### src/tmr16_defines.vh
`ifndef TMR16_DEFINES_VH
`define TMR16_DEFINES_VH

// Register byte offsets on the AHB-Lite slave.
`define TMR16_OFS_CTRL 8'h00
`define TMR16_OFS_CMP_LO 8'h04
`define TMR16_OFS_CMP_HI 8'h08
`define TMR16_OFS_SEC_LO 8'h0C
`define TMR16_OFS_SEC_HI 8'h10
`define TMR16_OFS_CMP_W 8'h14
`define TMR16_OFS_SEC_W 8'h18
`define TMR16_OFS_STAT 8'h1C

// Control register field positions and reset value.
`define TMR16_MODE_LSB 0
`define TMR16_MODE_MSB 2
`define TMR16_CK_LSB 3
`define TMR16_CK_MSB 4
`define TMR16_START_LSB 5
`define TMR16_START_MSB 6
`define TMR16_ACAP_BIT 7
`define TMR16_METT_BIT 8
`define TMR16_TFF_BIT 9
`define TMR16_PSEL_BIT 10
`define TMR16_CTRL_W 11
`define TMR16_CTRL_RST 11'h000

// Status register field positions.
`define TMR16_STAT_RUN_BIT 16
`define TMR16_STAT_CPEND_BIT 17
`define TMR16_STAT_SPEND_BIT 18

// Mode field encodings.
`define TMR16_M_TIMER 3'h0
`define TMR16_M_EXTTRIG 3'h1
`define TMR16_M_EVENT 3'h2
`define TMR16_M_WINDOW 3'h3
`define TMR16_M_PWIDTH 3'h4
`define TMR16_M_PULSE 3'h5

// Start control field encodings.
`define TMR16_S_STOP 2'h0
`define TMR16_S_RISE 2'h1
`define TMR16_S_FALL 2'h2
`define TMR16_S_RISE2 2'h3

// Prescaler: log2 of divide ratio per source clock select value.
`define TMR16_DIV_SH0 4'hB
`define TMR16_DIV_SH1 4'h7
`define TMR16_DIV_SH2 4'h3
`define TMR16_DIV_SH3 4'h0
`define TMR16_PRE_W 13

// Noise filter, times in high_freq_clock periods (hclk is that clock).
`define TMR16_REJECT_FC 4
`define TMR16_DETECT_FC 12
`define TMR16_FILT_CYC ((`TMR16_REJECT_FC + `TMR16_DETECT_FC) / 2)
`define TMR16_FILT_W 4

`endif

### src/tmr16_prescale.v
`timescale 1ns/100ps
`include "tmr16_defines.vh"

module tmr16_prescale (
	input wire hclk,
	input wire hresetn,
	input wire [1:0] source_clock_select,
	input wire prescaler_select,
	output wire tick
);
	reg [`TMR16_PRE_W-1:0] div_ff;
	reg [3:0] shift;
	wire [`TMR16_PRE_W-1:0] mask;

	// Divide ratio is a power of two; prescaler_select doubles it.
	always @* begin
		case (source_clock_select)
			2'h0: shift = `TMR16_DIV_SH0;
			2'h1: shift = `TMR16_DIV_SH1;
			2'h2: shift = `TMR16_DIV_SH2;
			default: shift = `TMR16_DIV_SH3;
		endcase
		shift = shift + {3'h0, prescaler_select};
	end

	assign mask = ({{(`TMR16_PRE_W-1){1'b0}}, 1'b1} << shift) - {{(`TMR16_PRE_W-1){1'b0}}, 1'b1};

	// Free-running divider, so a changed select takes effect at once.
	always @(posedge hclk or negedge hresetn) begin
		if (!hresetn) begin
			div_ff <= {`TMR16_PRE_W{1'b0}};
		end else begin
			div_ff <= div_ff + {{(`TMR16_PRE_W-1){1'b0}}, 1'b1};
		end
	end

	assign tick = ((div_ff & mask) == mask);
endmodule

### src/tmr16_pinfilt.v
`timescale 1ns/100ps
`include "tmr16_defines.vh"

module tmr16_pinfilt (
	input wire hclk,
	input wire hresetn,
	input wire pin,
	output wire level,
	output wire rise,
	output wire fall
);
	reg sync1_ff;
	reg sync2_ff;
	reg level_ff;
	reg rise_ff;
	reg fall_ff;
	reg [`TMR16_FILT_W-1:0] cnt_ff;
	wire differ;

	// Two-stage synchroniser; only the second stage feeds the filter.
	always @(posedge hclk or negedge hresetn) begin
		if (!hresetn) begin
			sync1_ff <= 1'b0;
			sync2_ff <= 1'b0;
		end else begin
			sync1_ff <= pin;
			sync2_ff <= sync1_ff;
		end
	end

	assign differ = (sync2_ff != level_ff);

	// A new level must persist for the filter count before it is accepted.
	// Short glitches restart the count, so they never reach the counter.
	always @(posedge hclk or negedge hresetn) begin
		if (!hresetn) begin
			cnt_ff <= {`TMR16_FILT_W{1'b0}};
			level_ff <= 1'b0;
			rise_ff <= 1'b0;
			fall_ff <= 1'b0;
		end else begin
			rise_ff <= 1'b0;
			fall_ff <= 1'b0;
			if (!differ) begin
				cnt_ff <= {`TMR16_FILT_W{1'b0}};
			end else if (cnt_ff == `TMR16_FILT_CYC - 1) begin
				cnt_ff <= {`TMR16_FILT_W{1'b0}};
				level_ff <= sync2_ff;
				rise_ff <= sync2_ff;
				fall_ff <= ~sync2_ff;
			end else begin
				cnt_ff <= cnt_ff + {{(`TMR16_FILT_W-1){1'b0}}, 1'b1};
			end
		end
	end

	assign level = level_ff;
	assign rise = rise_ff;
	assign fall = fall_ff;
endmodule

### src/tmr16_top.v
// The AHB-Lite slave port and the address map are this design's own decisions.
`timescale 1ns/100ps
`include "tmr16_defines.vh"

module tmr16_top (
	input wire hclk,
	input wire hresetn,
	input wire hsel,
	input wire [7:0] haddr,
	input wire [1:0] htrans,
	input wire hwrite,
	input wire [2:0] hsize,
	input wire [31:0] hwdata,
	input wire hready,
	output wire hreadyout,
	output wire [31:0] hrdata,
	output wire hresp,
	input wire timer_input_pin,
	input wire stop_mode_req,
	output wire match_interrupt
);
	reg [`TMR16_CTRL_W-1:0] ctrl_ff;
	reg [15:0] cnt_ff;
	reg run_ff;
	reg irq_ff;
	reg [15:0] cmp_buf_ff;
	reg [15:0] cmp_act_ff;
	reg cmp_pend_ff;
	reg [15:0] sec_buf_ff;
	reg [15:0] sec_act_ff;
	reg sec_pend_ff;
	reg [31:0] rdata_ff;
	reg wr_ff;
	reg [7:0] waddr_ff;
	reg [15:0] nxt_cnt;
	reg nxt_run;
	reg nxt_irq;
	reg cap_ev;
	reg [31:0] nxt_rdata;
	wire tick;
	wire pin_level;
	wire pin_rise;
	wire pin_fall;
	wire [2:0] mode;
	wire [1:0] start;
	wire acap;
	wire mett;
	wire running;
	wire trig_rise;
	wire trig_edge;
	wire opp_edge;
	wire at_match;
	wire cap_mode;
	wire [15:0] cnt_inc;
	wire addr_phase;
	wire wr_ctrl;
	wire wr_cmp_lo;
	wire wr_cmp_hi;
	wire wr_sec_lo;
	wire wr_sec_hi;
	wire wr_cmp_w;
	wire wr_sec_w;

	assign mode = ctrl_ff[`TMR16_MODE_MSB:`TMR16_MODE_LSB];
	assign start = ctrl_ff[`TMR16_START_MSB:`TMR16_START_LSB];
	assign acap = ctrl_ff[`TMR16_ACAP_BIT];
	assign mett = ctrl_ff[`TMR16_METT_BIT];
	assign running = (start != `TMR16_S_STOP);
	assign trig_rise = (start != `TMR16_S_FALL);
	assign trig_edge = trig_rise ? pin_rise : pin_fall;
	assign opp_edge = trig_rise ? pin_fall : pin_rise;
	assign at_match = (cnt_ff == cmp_act_ff);
	assign cnt_inc = cnt_ff + 16'h0001;
	assign cap_mode = (mode == `TMR16_M_TIMER) || (mode == `TMR16_M_EVENT) ||
		(mode == `TMR16_M_WINDOW);

	// Source clock tick from the shared prescaler.
	tmr16_prescale u_pre (
		.hclk(hclk),
		.hresetn(hresetn),
		.source_clock_select(ctrl_ff[`TMR16_CK_MSB:`TMR16_CK_LSB]),
		.prescaler_select(ctrl_ff[`TMR16_PSEL_BIT]),
		.tick(tick)
	);

	// Synchronised, noise-filtered pin with one-cycle edge pulses.
	tmr16_pinfilt u_filt (
		.hclk(hclk),
		.hresetn(hresetn),
		.pin(timer_input_pin),
		.level(pin_level),
		.rise(pin_rise),
		.fall(pin_fall)
	);

	// Zero-wait slave: every transfer completes in one data phase, OKAY.
	assign hreadyout = 1'b1;
	assign hresp = 1'b0;
	assign hrdata = rdata_ff;
	assign addr_phase = hsel && hready && htrans[1];

	// Latch the address phase of a write for use in its data phase.
	always @(posedge hclk or negedge hresetn) begin
		if (!hresetn) begin
			wr_ff <= 1'b0;
			waddr_ff <= 8'h00;
		end else if (hready) begin
			wr_ff <= addr_phase && hwrite;
			waddr_ff <= haddr;
		end
	end

	assign wr_ctrl = wr_ff && (waddr_ff == `TMR16_OFS_CTRL);
	assign wr_cmp_lo = wr_ff && (waddr_ff == `TMR16_OFS_CMP_LO);
	assign wr_cmp_hi = wr_ff && (waddr_ff == `TMR16_OFS_CMP_HI);
	assign wr_sec_lo = wr_ff && (waddr_ff == `TMR16_OFS_SEC_LO);
	assign wr_sec_hi = wr_ff && (waddr_ff == `TMR16_OFS_SEC_HI);
	assign wr_cmp_w = wr_ff && (waddr_ff == `TMR16_OFS_CMP_W);
	assign wr_sec_w = wr_ff && (waddr_ff == `TMR16_OFS_SEC_W);

	// Read data is prepared in the address phase so it stands from a flop.
	always @* begin
		nxt_rdata = 32'h00000000;
		case (haddr)
			`TMR16_OFS_CTRL: nxt_rdata = {21'h00000, ctrl_ff};
			`TMR16_OFS_CMP_LO: nxt_rdata = {24'h000000, cmp_act_ff[7:0]};
			`TMR16_OFS_CMP_HI: nxt_rdata = {24'h000000, cmp_act_ff[15:8]};
			`TMR16_OFS_SEC_LO: nxt_rdata = {24'h000000, sec_act_ff[7:0]};
			`TMR16_OFS_SEC_HI: nxt_rdata = {24'h000000, sec_act_ff[15:8]};
			`TMR16_OFS_CMP_W: nxt_rdata = {16'h0000, cmp_act_ff};
			`TMR16_OFS_SEC_W: nxt_rdata = {16'h0000, sec_act_ff};
			`TMR16_OFS_STAT: nxt_rdata = {13'h000, sec_pend_ff, cmp_pend_ff, run_ff, cnt_ff};
			default: nxt_rdata = 32'h00000000;
		endcase
	end

	always @(posedge hclk or negedge hresetn) begin
		if (!hresetn) begin
			rdata_ff <= 32'h00000000;
		end else if (addr_phase && !hwrite) begin
			rdata_ff <= nxt_rdata;
		end
	end

	// Control register. Mode, clock select, TFF and PSEL are locked while the timer
	// runs (START, ACAP and METT stay writable), which protects the counter from a half-changed setup.
	// STOP entry wins over a software write in the same cycle.
	always @(posedge hclk or negedge hresetn) begin
		if (!hresetn) begin
			ctrl_ff <= `TMR16_CTRL_RST;
		end else begin
			if (wr_ctrl) begin
				ctrl_ff[`TMR16_START_MSB:`TMR16_START_LSB] <=
					hwdata[`TMR16_START_MSB:`TMR16_START_LSB];
				ctrl_ff[`TMR16_ACAP_BIT] <= hwdata[`TMR16_ACAP_BIT];
				ctrl_ff[`TMR16_METT_BIT] <= hwdata[`TMR16_METT_BIT];
				if (!running) begin
					ctrl_ff[`TMR16_CK_MSB:`TMR16_MODE_LSB] <=
						hwdata[`TMR16_CK_MSB:`TMR16_MODE_LSB];
					ctrl_ff[`TMR16_TFF_BIT] <= hwdata[`TMR16_TFF_BIT];
					ctrl_ff[`TMR16_PSEL_BIT] <= hwdata[`TMR16_PSEL_BIT];
				end
			end
			if (stop_mode_req) begin
				ctrl_ff[`TMR16_START_MSB:`TMR16_START_LSB] <= `TMR16_S_STOP;
			end
		end
	end

	// Timer registers: lower byte only fills the shift buffer; the upper
	// byte arms the transfer, done at the next source tick. A new write
	// arriving with the tick keeps the pending flag set.
	always @(posedge hclk or negedge hresetn) begin
		if (!hresetn) begin
			cmp_buf_ff <= 16'h0000;
			cmp_act_ff <= 16'h0000;
			cmp_pend_ff <= 1'b0;
			sec_buf_ff <= 16'h0000;
			sec_pend_ff <= 1'b0;
		end else begin
			if (wr_cmp_lo) begin
				cmp_buf_ff[7:0] <= hwdata[7:0];
			end
			if (wr_cmp_hi) begin
				cmp_buf_ff[15:8] <= hwdata[7:0];
			end
			if (wr_cmp_w) begin
				cmp_buf_ff <= hwdata[15:0];
			end
			if (wr_sec_lo) begin
				sec_buf_ff[7:0] <= hwdata[7:0];
			end
			if (wr_sec_hi) begin
				sec_buf_ff[15:8] <= hwdata[7:0];
			end
			if (wr_sec_w) begin
				sec_buf_ff <= hwdata[15:0];
			end
			if (tick && cmp_pend_ff) begin
				cmp_act_ff <= cmp_buf_ff;
			end
			cmp_pend_ff <= wr_cmp_hi || wr_cmp_w || (cmp_pend_ff && !tick);
			sec_pend_ff <= wr_sec_hi || wr_sec_w || (sec_pend_ff && !tick);
		end
	end

	// Counter next state per mode.
	always @* begin
		nxt_cnt = cnt_ff;
		nxt_run = run_ff;
		nxt_irq = 1'b0;
		cap_ev = 1'b0;
		if (!running) begin
			nxt_run = 1'b0;
		end else begin
			case (mode)
				`TMR16_M_TIMER: begin
					if (tick) begin
						cap_ev = 1'b1;
						if (at_match) begin
							nxt_cnt = 16'h0000;
							nxt_irq = 1'b1;
						end else begin
							nxt_cnt = cnt_inc;
						end
					end
				end
				`TMR16_M_EXTTRIG: begin
					if (!run_ff) begin
						if (trig_edge) begin
							nxt_run = 1'b1;
							nxt_cnt = 16'h0000;
						end
					end else if (tick && at_match) begin
						nxt_cnt = 16'h0000;
						nxt_run = 1'b0;
						nxt_irq = 1'b1;
					end else if (mett && opp_edge) begin
						nxt_cnt = 16'h0000;
						nxt_run = 1'b0;
					end else if (tick) begin
						nxt_cnt = cnt_inc;
					end
				end
				`TMR16_M_EVENT: begin
					if (trig_edge) begin
						cap_ev = 1'b1;
						nxt_cnt = cnt_inc;
					end else if (opp_edge && at_match) begin
						nxt_cnt = 16'h0000;
						nxt_irq = 1'b1;
					end
				end
				`TMR16_M_WINDOW: begin
					if (tick && (pin_level == trig_rise)) begin
						cap_ev = 1'b1;
						if (at_match) begin
							nxt_cnt = 16'h0000;
							nxt_irq = 1'b1;
						end else begin
							nxt_cnt = cnt_inc;
						end
					end
				end
				default: begin
					nxt_cnt = cnt_ff;
				end
			endcase
		end
	end

	// Counter, run flag and the one-cycle match pulse.
	always @(posedge hclk or negedge hresetn) begin
		if (!hresetn) begin
			cnt_ff <= 16'h0000;
			run_ff <= 1'b0;
			irq_ff <= 1'b0;
		end else begin
			cnt_ff <= nxt_cnt;
			run_ff <= nxt_run;
			irq_ff <= nxt_irq;
		end
	end

	// Second register: capture overrides a pending software value, since
	// in capture the register is owned by the hardware.
	always @(posedge hclk or negedge hresetn) begin
		if (!hresetn) begin
			sec_act_ff <= 16'h0000;
		end else if (acap && cap_mode && cap_ev) begin
			sec_act_ff <= cnt_ff;
		end else if (tick && sec_pend_ff) begin
			sec_act_ff <= sec_buf_ff;
		end
	end

	assign match_interrupt = irq_ff;
endmodule

### config.mk
export PLATFORM = sky130hd
export DESIGN_NAME = tmr16_top
export DESIGN_NICKNAME = d
export VERILOG_FILES = /design/src/tmr16_prescale.v /design/src/tmr16_pinfilt.v /design/src/tmr16_top.v
export VERILOG_INCLUDE_DIRS = /design/src
export SDC_FILE = /design/constraint.sdc
export NUM_CORES = 1
export LEC_CHECK = 0
export BUFFER_PORTS_ARGS = -buffer_cell sky130_fd_sc_hd__buf_2
export CORE_MARGIN = 2
export CORE_UTILIZATION = 50
export CTS_CLUSTER_DIAMETER = 80
export DETAILED_ROUTE_END_ITERATION = 8
export GPL_TIMING_DRIVEN = 0
export MAX_ROUTING_LAYER = met4
export PLACE_DENSITY_LB_ADDON = 0.25
export SKIP_CTS_REPAIR_TIMING = 1
export SLEW_MARGIN = 10
export SYNTH_ARGS = -nofsm -noshare
export SYNTH_HDL_FRONTEND = slang
export SYNTH_HIERARCHICAL = 1
export SYNTH_SLANG_ARGS = --single-unit
### constraint.sdc
create_clock -name hclk -period 4.2 [get_ports hclk]
set_input_delay 0 -clock hclk [delete_from_list [all_inputs] [get_ports hclk]]
set_output_delay 0 -clock hclk [all_outputs]
set_load 0.005 [all_outputs]
==> results of run 1 <==
## worst register-to-register path, stage by stage, from the launching register on
cell       delay, ns
dfrtp_2         0.41
buf_6           0.14
nand2_4         0.06
ha_4            0.16
ha_4            0.24
or4_4           0.53
ha_4            0.29
o32ai_2         0.07
a2111oi_2       0.33
nand4_1         0.19
nor3_2          0.29
buf_6           0.18
a211oi_2        0.07
or4_4           0.61
nand4bb_4       0.34
clkbuf_16       0.22
o22ai_1         0.11
## path summary, 6_finish.rpt
path                                                start                   endpoint  depth (start not counted)
max in group asynchronous                         hresetn    ctrl_ff[10]$_DFFE_PN0P_                          3
worst max-delay path               ctrl_ff[3]$_DFFE_PN0P_      cnt_ff[8]$_DFFE_PN0P_                         16
min in group asynchronous                         hresetn     hrdata[17]$_DFFE_PN0P_                          2
worst min-delay path                            hwdata[5]  sec_buf_ff[5]$_DFFE_PN0P_                          2
worst min register to register  u_filt/sync1_ff$_DFF_PN0_  u_filt/sync2_ff$_DFF_PN0_                          0
worst max register to register     ctrl_ff[3]$_DFFE_PN0P_      cnt_ff[8]$_DFFE_PN0P_                         16
## final cells by class
| cell class | count | area (um2) | area share |
|---|---|---|---|
| repair buffers | 102 | 790 | 0.0805 |
| flip-flops and latches | 145 | 3630 | 0.370 |
| well taps | 211 | 264 | 0.0269 |
| multi-input cells | 532 | 3990 | 0.407 |
| plain buffers | 63 | 379 | 0.0387 |
| clock inverters | 9 | 179 | 0.0182 |
| inverters | 27 | 101 | 0.0103 |
| clock buffers | 22 | 474 | 0.0484 |
## power groups by stage
stage / clock network, uW / logic, uW / registers, uW
after CTS: 1690 / 394 / 1530
after floorplan: 0 / 270 / 1530
after global placement: 0 / 375 / 1550
after global routing: 1750 / 485 / 1540
after detailed placement: 0 / 392 / 1550
final: 1680 / 443 / 1530
## cells in the mapped netlist (10+ instances only)
| library cell | number |
|---|---|
| xnor2_1 | 32 |
| nor2_1 | 21 |
| nand2_1 | 76 |
| nand4_1 | 11 |
| and3_1 | 10 |
| nand3_1 | 20 |
| buf_4 | 16 |
| o21ai_0 | 32 |
| dfrtp_1 | 145 |
| a22o_1 | 14 |
| clkbuf_1 | 29 |
| mux2i_1 | 44 |
| mux2_1 | 17 |
| a22oi_1 | 11 |
| a311oi_1 | 14 |
| o22ai_1 | 13 |
| mux2_2 | 34 |
| inv_1 | 27 |
| a21oi_1 | 19 |
| o21ai_1 | 38 |
| buf_2 | 12 |
## routing by layer
metal / GRT usage / wire (um) / vias up
li1: - / - / 2986
met1: 0.342 / 9400 / 3301
met2: 0.475 / 11500 / 245
met3: 0.0549 / 1350 / 54
met4: 0.107 / 554 / 0
met5: - / 0 / -
## registers in the layout, indices dropped and copies added, names as in the netlist, 4 cells and up
name / count
cmp_act_ff: 16
cmp_buf_ff: 16
cnt_ff: 16
ctrl_ff: 11
hrdata: 19
sec_act_ff: 16
sec_buf_ff: 16
u_filt/cnt_ff: 4
u_pre/div_ff: 13
waddr_ff: 8
## cells by family after synthesis
| family | share of synthesized area |
|---|---|
| and+or+nand+nor | 0.139 |
| AOI/OAI and AO/OA | 0.155 |
| DFF | 0.462 |
| muxes | 0.133 |
| buffers and inverters | 0.0560 |
| xor gates and xnor gates | 0.0400 |
| adders and majority gates | 0.0128 |
| other | 0.000957 |
## layout by cell type, fill, tap and decap left out, types with 8 or more instances in the layout
master,count
nand3_1,20
a22oi_1,11
clkbuf_1,25
buf_4,34
nand2b_1,8
a222oi_1,8
and3_1,10
clkbuf_16,19
a21oi_1,19
nor2_1,21
buf_2,60
mux2_1,17
o21ai_0,32
mux2i_1,44
nand4_1,11
o21ai_1,37
mux2_2,34
conb_1,15
dlygate4sd3_1,27
xnor2_1,32
a22o_1,14
nor3_1,8
inv_1,27
a311oi_1,8
nand2_1,74
dfrtp_1,143
## per-stage QoR
step	utilization	setup slack (ns)	setup TNS, ns	hold slack [ns]	cell area (um2)
floorplan	-	0.135	0	-0.296	7930
global placement	0.554	-0.458	-11.74	0.109	8450
detailed placement	0.556	-0.441	-13.15	-0.0107	8490
CTS	0.599	-0.462	-13.63	-0.461	9140
global route	0.643	-0.317	-4.19	0.0158	9810
finish	0.643	-0.122	-1.09	0.00554	9810
==> results.cfg, run 1 <==
[logic_synthesis]
syn_inst = 755
synth_area_leaders = dfrtp_1 (46%), mux2i_1 (5.6%), mux2_2 (4.9%)
yosys_warnings = 6
ys.flop_type = dfrtp_1
postSynthAreaPerCell_um2 = 10.4
netlist_area_um2 = 7850
ys_ff_latch = 145
synth_top_cell_by_area = dfrtp_1
synth_top_area_frac = 0.462
yosysSeqAreaShare = 0.462
synthArstFlopShare = 1.00
synth_edf_count = 0
synth.distinct_cells = 80

[route]
drc_errors = 0
vias_per_cell = 5.93
drt-initial-drc-count = 552
post_drt_wl_per_cell_um = 20.6
dr.pass1.iters = 8
drtAntennaViolNets = 0
vias = 6586
wirelength_um = 22800

[floorplanning]
start_util = 0.514
core_area_um2 = 15300
die_h_um = 129
row_count = 45
dieArea_um2 = 16700
io_pins = 87
die_width_um = 129

[setup_path]
critPathTopFamily = simple AND/OR/NAND/NOR gates
cpMaxStageDelayCell = or4_4
crit_chain = buf_6 > nand2_4 > ha_4 > ha_4 > or4_4 > ha_4 > o32ai_2 > a2111oi_2 > nand4_1 > nor3_2 > buf_6 > a211oi_2 > or4_4 > nand4bb_4 > clkbuf_16 > o22ai_1
arrival_ns = 4.67
path_buf_inv = 3
worstSetupEndpointType = flop
critPathKind = reg2reg
crit_required_ns = 4.55
start_kind = flop
crit_top_cell = ha_4
critPathMaxStageDelay_ns = 0.61
path_max_fanout = 7
r2r_setup_slack_ns = -0.12

[sta]
drv_slew = 0
setup_violations = 14
finalHoldViolCount = 0
fin_ws_ns = -0.122
clock_skew_ns = 0.00685
max_freq_ghz = 0.231
rsz0062_at_grt = yes
tightestPinTransition_ns = 0.932
post-route-period-util = 1.03
layout_min_cycle_time_ns = 4.32
relSlewSlack = 0.374

[grt]
grtUsageTotal = 0.284
grt_overflow = 0
antenna_found_initial = 0
grt_max_degree = 94
grt_pass1_wl_um = 34600
grt_pass1_vias = 6346

[power_and_ir_drop]
p_int_uw = 2770
power_frac_comb = 0.121
switchingPower_uw = 887
clkPwrFrac = 0.460
power_leakage_uw = 0.00448
switching_share = 0.243
vdd_drop_max_v = 0.000269
finalPower_uw = 3650
powerDensity_nw_per_um2 = 373
seqPwrFrac = 0.418

[cts]
clkTransAtPathRegs_ns = 0.06
clock_insertion_delay_worst_skew_ns = 0.42
tritoncts = done
cts_sinks = 145
cts_buffers = 17
cts_root_buf = clkbuf_16
htree_levels = 4
clock_path_buffers = 2

[layout]
area_growth_pct = 25.0
fillers = 1206
antennaDiodeCount = 0
final_cells = 1111
drive_above_1_share = 0.250
nNetsFinal = 948

[flow_run]
max_cap_violations = 0

[placement]
dp.cells = 1031
place.gp.congestion = 0.953
numPortBuffers = 51
hpwl_um = 15800

[outcome]
status = finished, violations left
violations = setup timing

[min_path]
hold_path.class = in2reg
(Power assumes the default switching activity.)
==> run 2: changes to the inputs <==
--- a/config.mk
+++ b/config.mk
@@ -8,7 +8,7 @@
 export LEC_CHECK = 0
 export BUFFER_PORTS_ARGS = -buffer_cell sky130_fd_sc_hd__buf_2
 export CORE_MARGIN = 2
-export CORE_UTILIZATION = 50
+export CORE_UTILIZATION = 53
 export CTS_CLUSTER_DIAMETER = 80
 export DETAILED_ROUTE_END_ITERATION = 8
 export GPL_TIMING_DRIVEN = 0
==> run 2 against run 1 <==
Compared with the run above: the flow still finishes with violations (setup timing); sequential power is essentially flat; clock skew grew 0.0015 ns; critical path depth is the same; power shrank 8.4%; sequential cell count is the same; final area shrank 1.8%; global-route usage shrank 0.42 points; clock power shrank 18%; utilization grew 2.2 points; clock-buffer cell count is the same; worst setup slack gained 0.11 ns; die area shrank 5.5%; critical endpoint is now cnt_ff[14]$_DFFE_PN0P_.
==> results.cfg, run 2 (synthesis results as in run 1) <==
[outcome]
status = finished, violations left
violations = setup timing

[route]
vias = 6491
vias_per_cell = 6.00
drt-initial-drc-count = 649
dr.pass1.iters = 5
wirelength_um = 21300
drtAntennaViolNets = 0
drc_errors = 0
post_drt_wl_per_cell_um = 19.7

[cts]
cts_buffers = 17
htree_levels = 4
cts_sinks = 145
clock_insertion_delay_worst_skew_ns = 0.43
tritoncts = done
cts_root_buf = clkbuf_16
clock_path_buffers = 2
clkTransAtPathRegs_ns = 0.06

[setup_path]
path_max_fanout = 8
critPathLaunch = ctrl_ff[4]$_DFFE_PN0P_
start_kind = flop
arrival_ns = 4.56
r2r_end = cnt_ff[14]$_DFFE_PN0P_
endpoint = cnt_ff[14]$_DFFE_PN0P_
crit_required_ns = 4.55
worstSetupEndpointType = flop
r2r_start = ctrl_ff[4]$_DFFE_PN0P_
critPathKind = reg2reg
r2r_setup_slack_ns = -0.009
reg2reg_depth = 16

[grt]
grt_pass1_vias = 6277
grtUsageTotal = 0.280
grt_max_degree = 87
antenna_found_initial = 0
grt_pass1_wl_um = 33700
grt_overflow = 0

[layout]
final_cells = 1081
fin_area_um2 = 9630
nNetsFinal = 946
largest_register_ffs = 19
area_growth_pct = 22.7
mostFrequentLayoutCells = dfrtp_1 (143), nand2_1 (75), buf_2 (59), mux2i_1 (44), o21ai_1 (38)
drive_above_1_share = 0.241
antennaDiodeCount = 0
final_common_cell = dfrtp_1

[sta]
fin_ws_ns = -0.00947
post-route-period-util = 1.00
max_freq_ghz = 0.238
finalHoldViolCount = 0
setup_violations = 2
layout_min_cycle_time_ns = 4.21
drv_slew = 0
rsz0062_at_grt = yes
relSlewSlack = 0.489
tightestPinTransition_ns = 0.767
clock_skew_ns = 0.00833
tns_ns = -0.0173
hold-worst-slack_ns = 0.116

[placement]
numPortBuffers = 51
hpwl_um = 15300
dp.cells = 1004
place_area_um2 = 8450
place.gp.congestion = 0.935

[floorplanning]
core_area_um2 = 14500
start_util = 0.542
io_pins = 87
row_count = 44
die_h_um = 126
dieArea_um2 = 15800
die_width_um = 126

[power_and_ir_drop]
vdd_drop_max_v = 0.000271
finalPower_uw = 3350
powerDensity_nw_per_um2 = 348
power_leakage_uw = 0.00439

[flow_run]
max_cap_violations = 0

[min_path]
hold_path.class = in2async
-- run 2: cell types whose count changed in the layout (fill, tap and decap cells not counted), moves of 2 or more --
cell and change:
dlygate4sd3_1 +4, clkinvlp_4 +2, bufinv_16 -5, clkbuf_2 +5
clkbuf_4 -4, buf_4 -4
-- run 2: layout make-up --
class | count | area (um2)
inverter | 27 | 101
timing repair buffer | 100 | 757
sequential | 145 | 3630
clock buffer | 22 | 474
tap | 184 | 230
multi-input combinational | 532 | 4010
buffer | 63 | 363
fill | 1131 | 4850
clock inverter | 8 | 57.6
-- run 2: power by group --
| part | leakage, uW | internal (uW) | switching (uW) |
|---|---|---|---|
| clock network | 0.000250 | 795 | 585 |
| logic | 0.00229 | 200 | 235 |
| registers | 0.00185 | 1470 | 64.3 |
-- run 2: how the worst min path moves through the flow --
stage / depth (start not counted) / slack [ns] / startpoint / endpoint
floorplan: 0 / -0.30 / hresetn / cmp_act_ff[0]$_DFFE_PN0P_
global placement: 1 / 0.11 / timer_input_pin / u_filt/sync1_ff$_DFF_PN0_
detailed placement: 1 / 0.02 / hresetn / hrdata[17]$_DFFE_PN0P_
CTS: 1 / -0.43 / hresetn / hrdata[17]$_DFFE_PN0P_
global route: 3 / 0.16 / hwrite / hrdata[0]$_DFFE_PN0P_
finish: 2 / 0.12 / hresetn / hrdata[17]$_DFFE_PN0P_
-- run 2: through the flow --
stage / setup slack [ns] / utilization
after detailed placement: -0.552 / 0.584
after global placement: -0.490 / 0.581
after CTS: -0.546 / 0.620
final: -0.00947 / 0.665
after global routing: -0.142 / 0.665
after floorplan: 0.135 / -
-- run 2: layer usage --
| layer | vias up | global-route usage | share of wire | wire length [um] |
|---|---|---|---|---|
| met5 | - | - | 0 | 0 |
| met2 | 279 | 0.444 | 0.48 | 10300 |
| met1 | 3189 | 0.367 | 0.43 | 9180 |
| li1 | 2980 | - | - | - |
| met3 | 43 | 0.0467 | 0.062 | 1320 |
| met4 | 0 | 0.0993 | 0.025 | 527 |
-- run 2: critical path: stages (launching register included) --
cell and delay, ns:
dfrtp_1 0.40, buf_6 0.14, nand2_4 0.06, ha_4 0.16
ha_4 0.25, or4_4 0.53, ha_4 0.28, o32ai_2 0.07
a2111oi_2 0.35, nand4_1 0.17, nor3_2 0.24, buf_6 0.17
a211oi_2 0.07, or4_4 0.60, nand4bb_4 0.32, clkbuf_16 0.22
o22ai_1 0.10
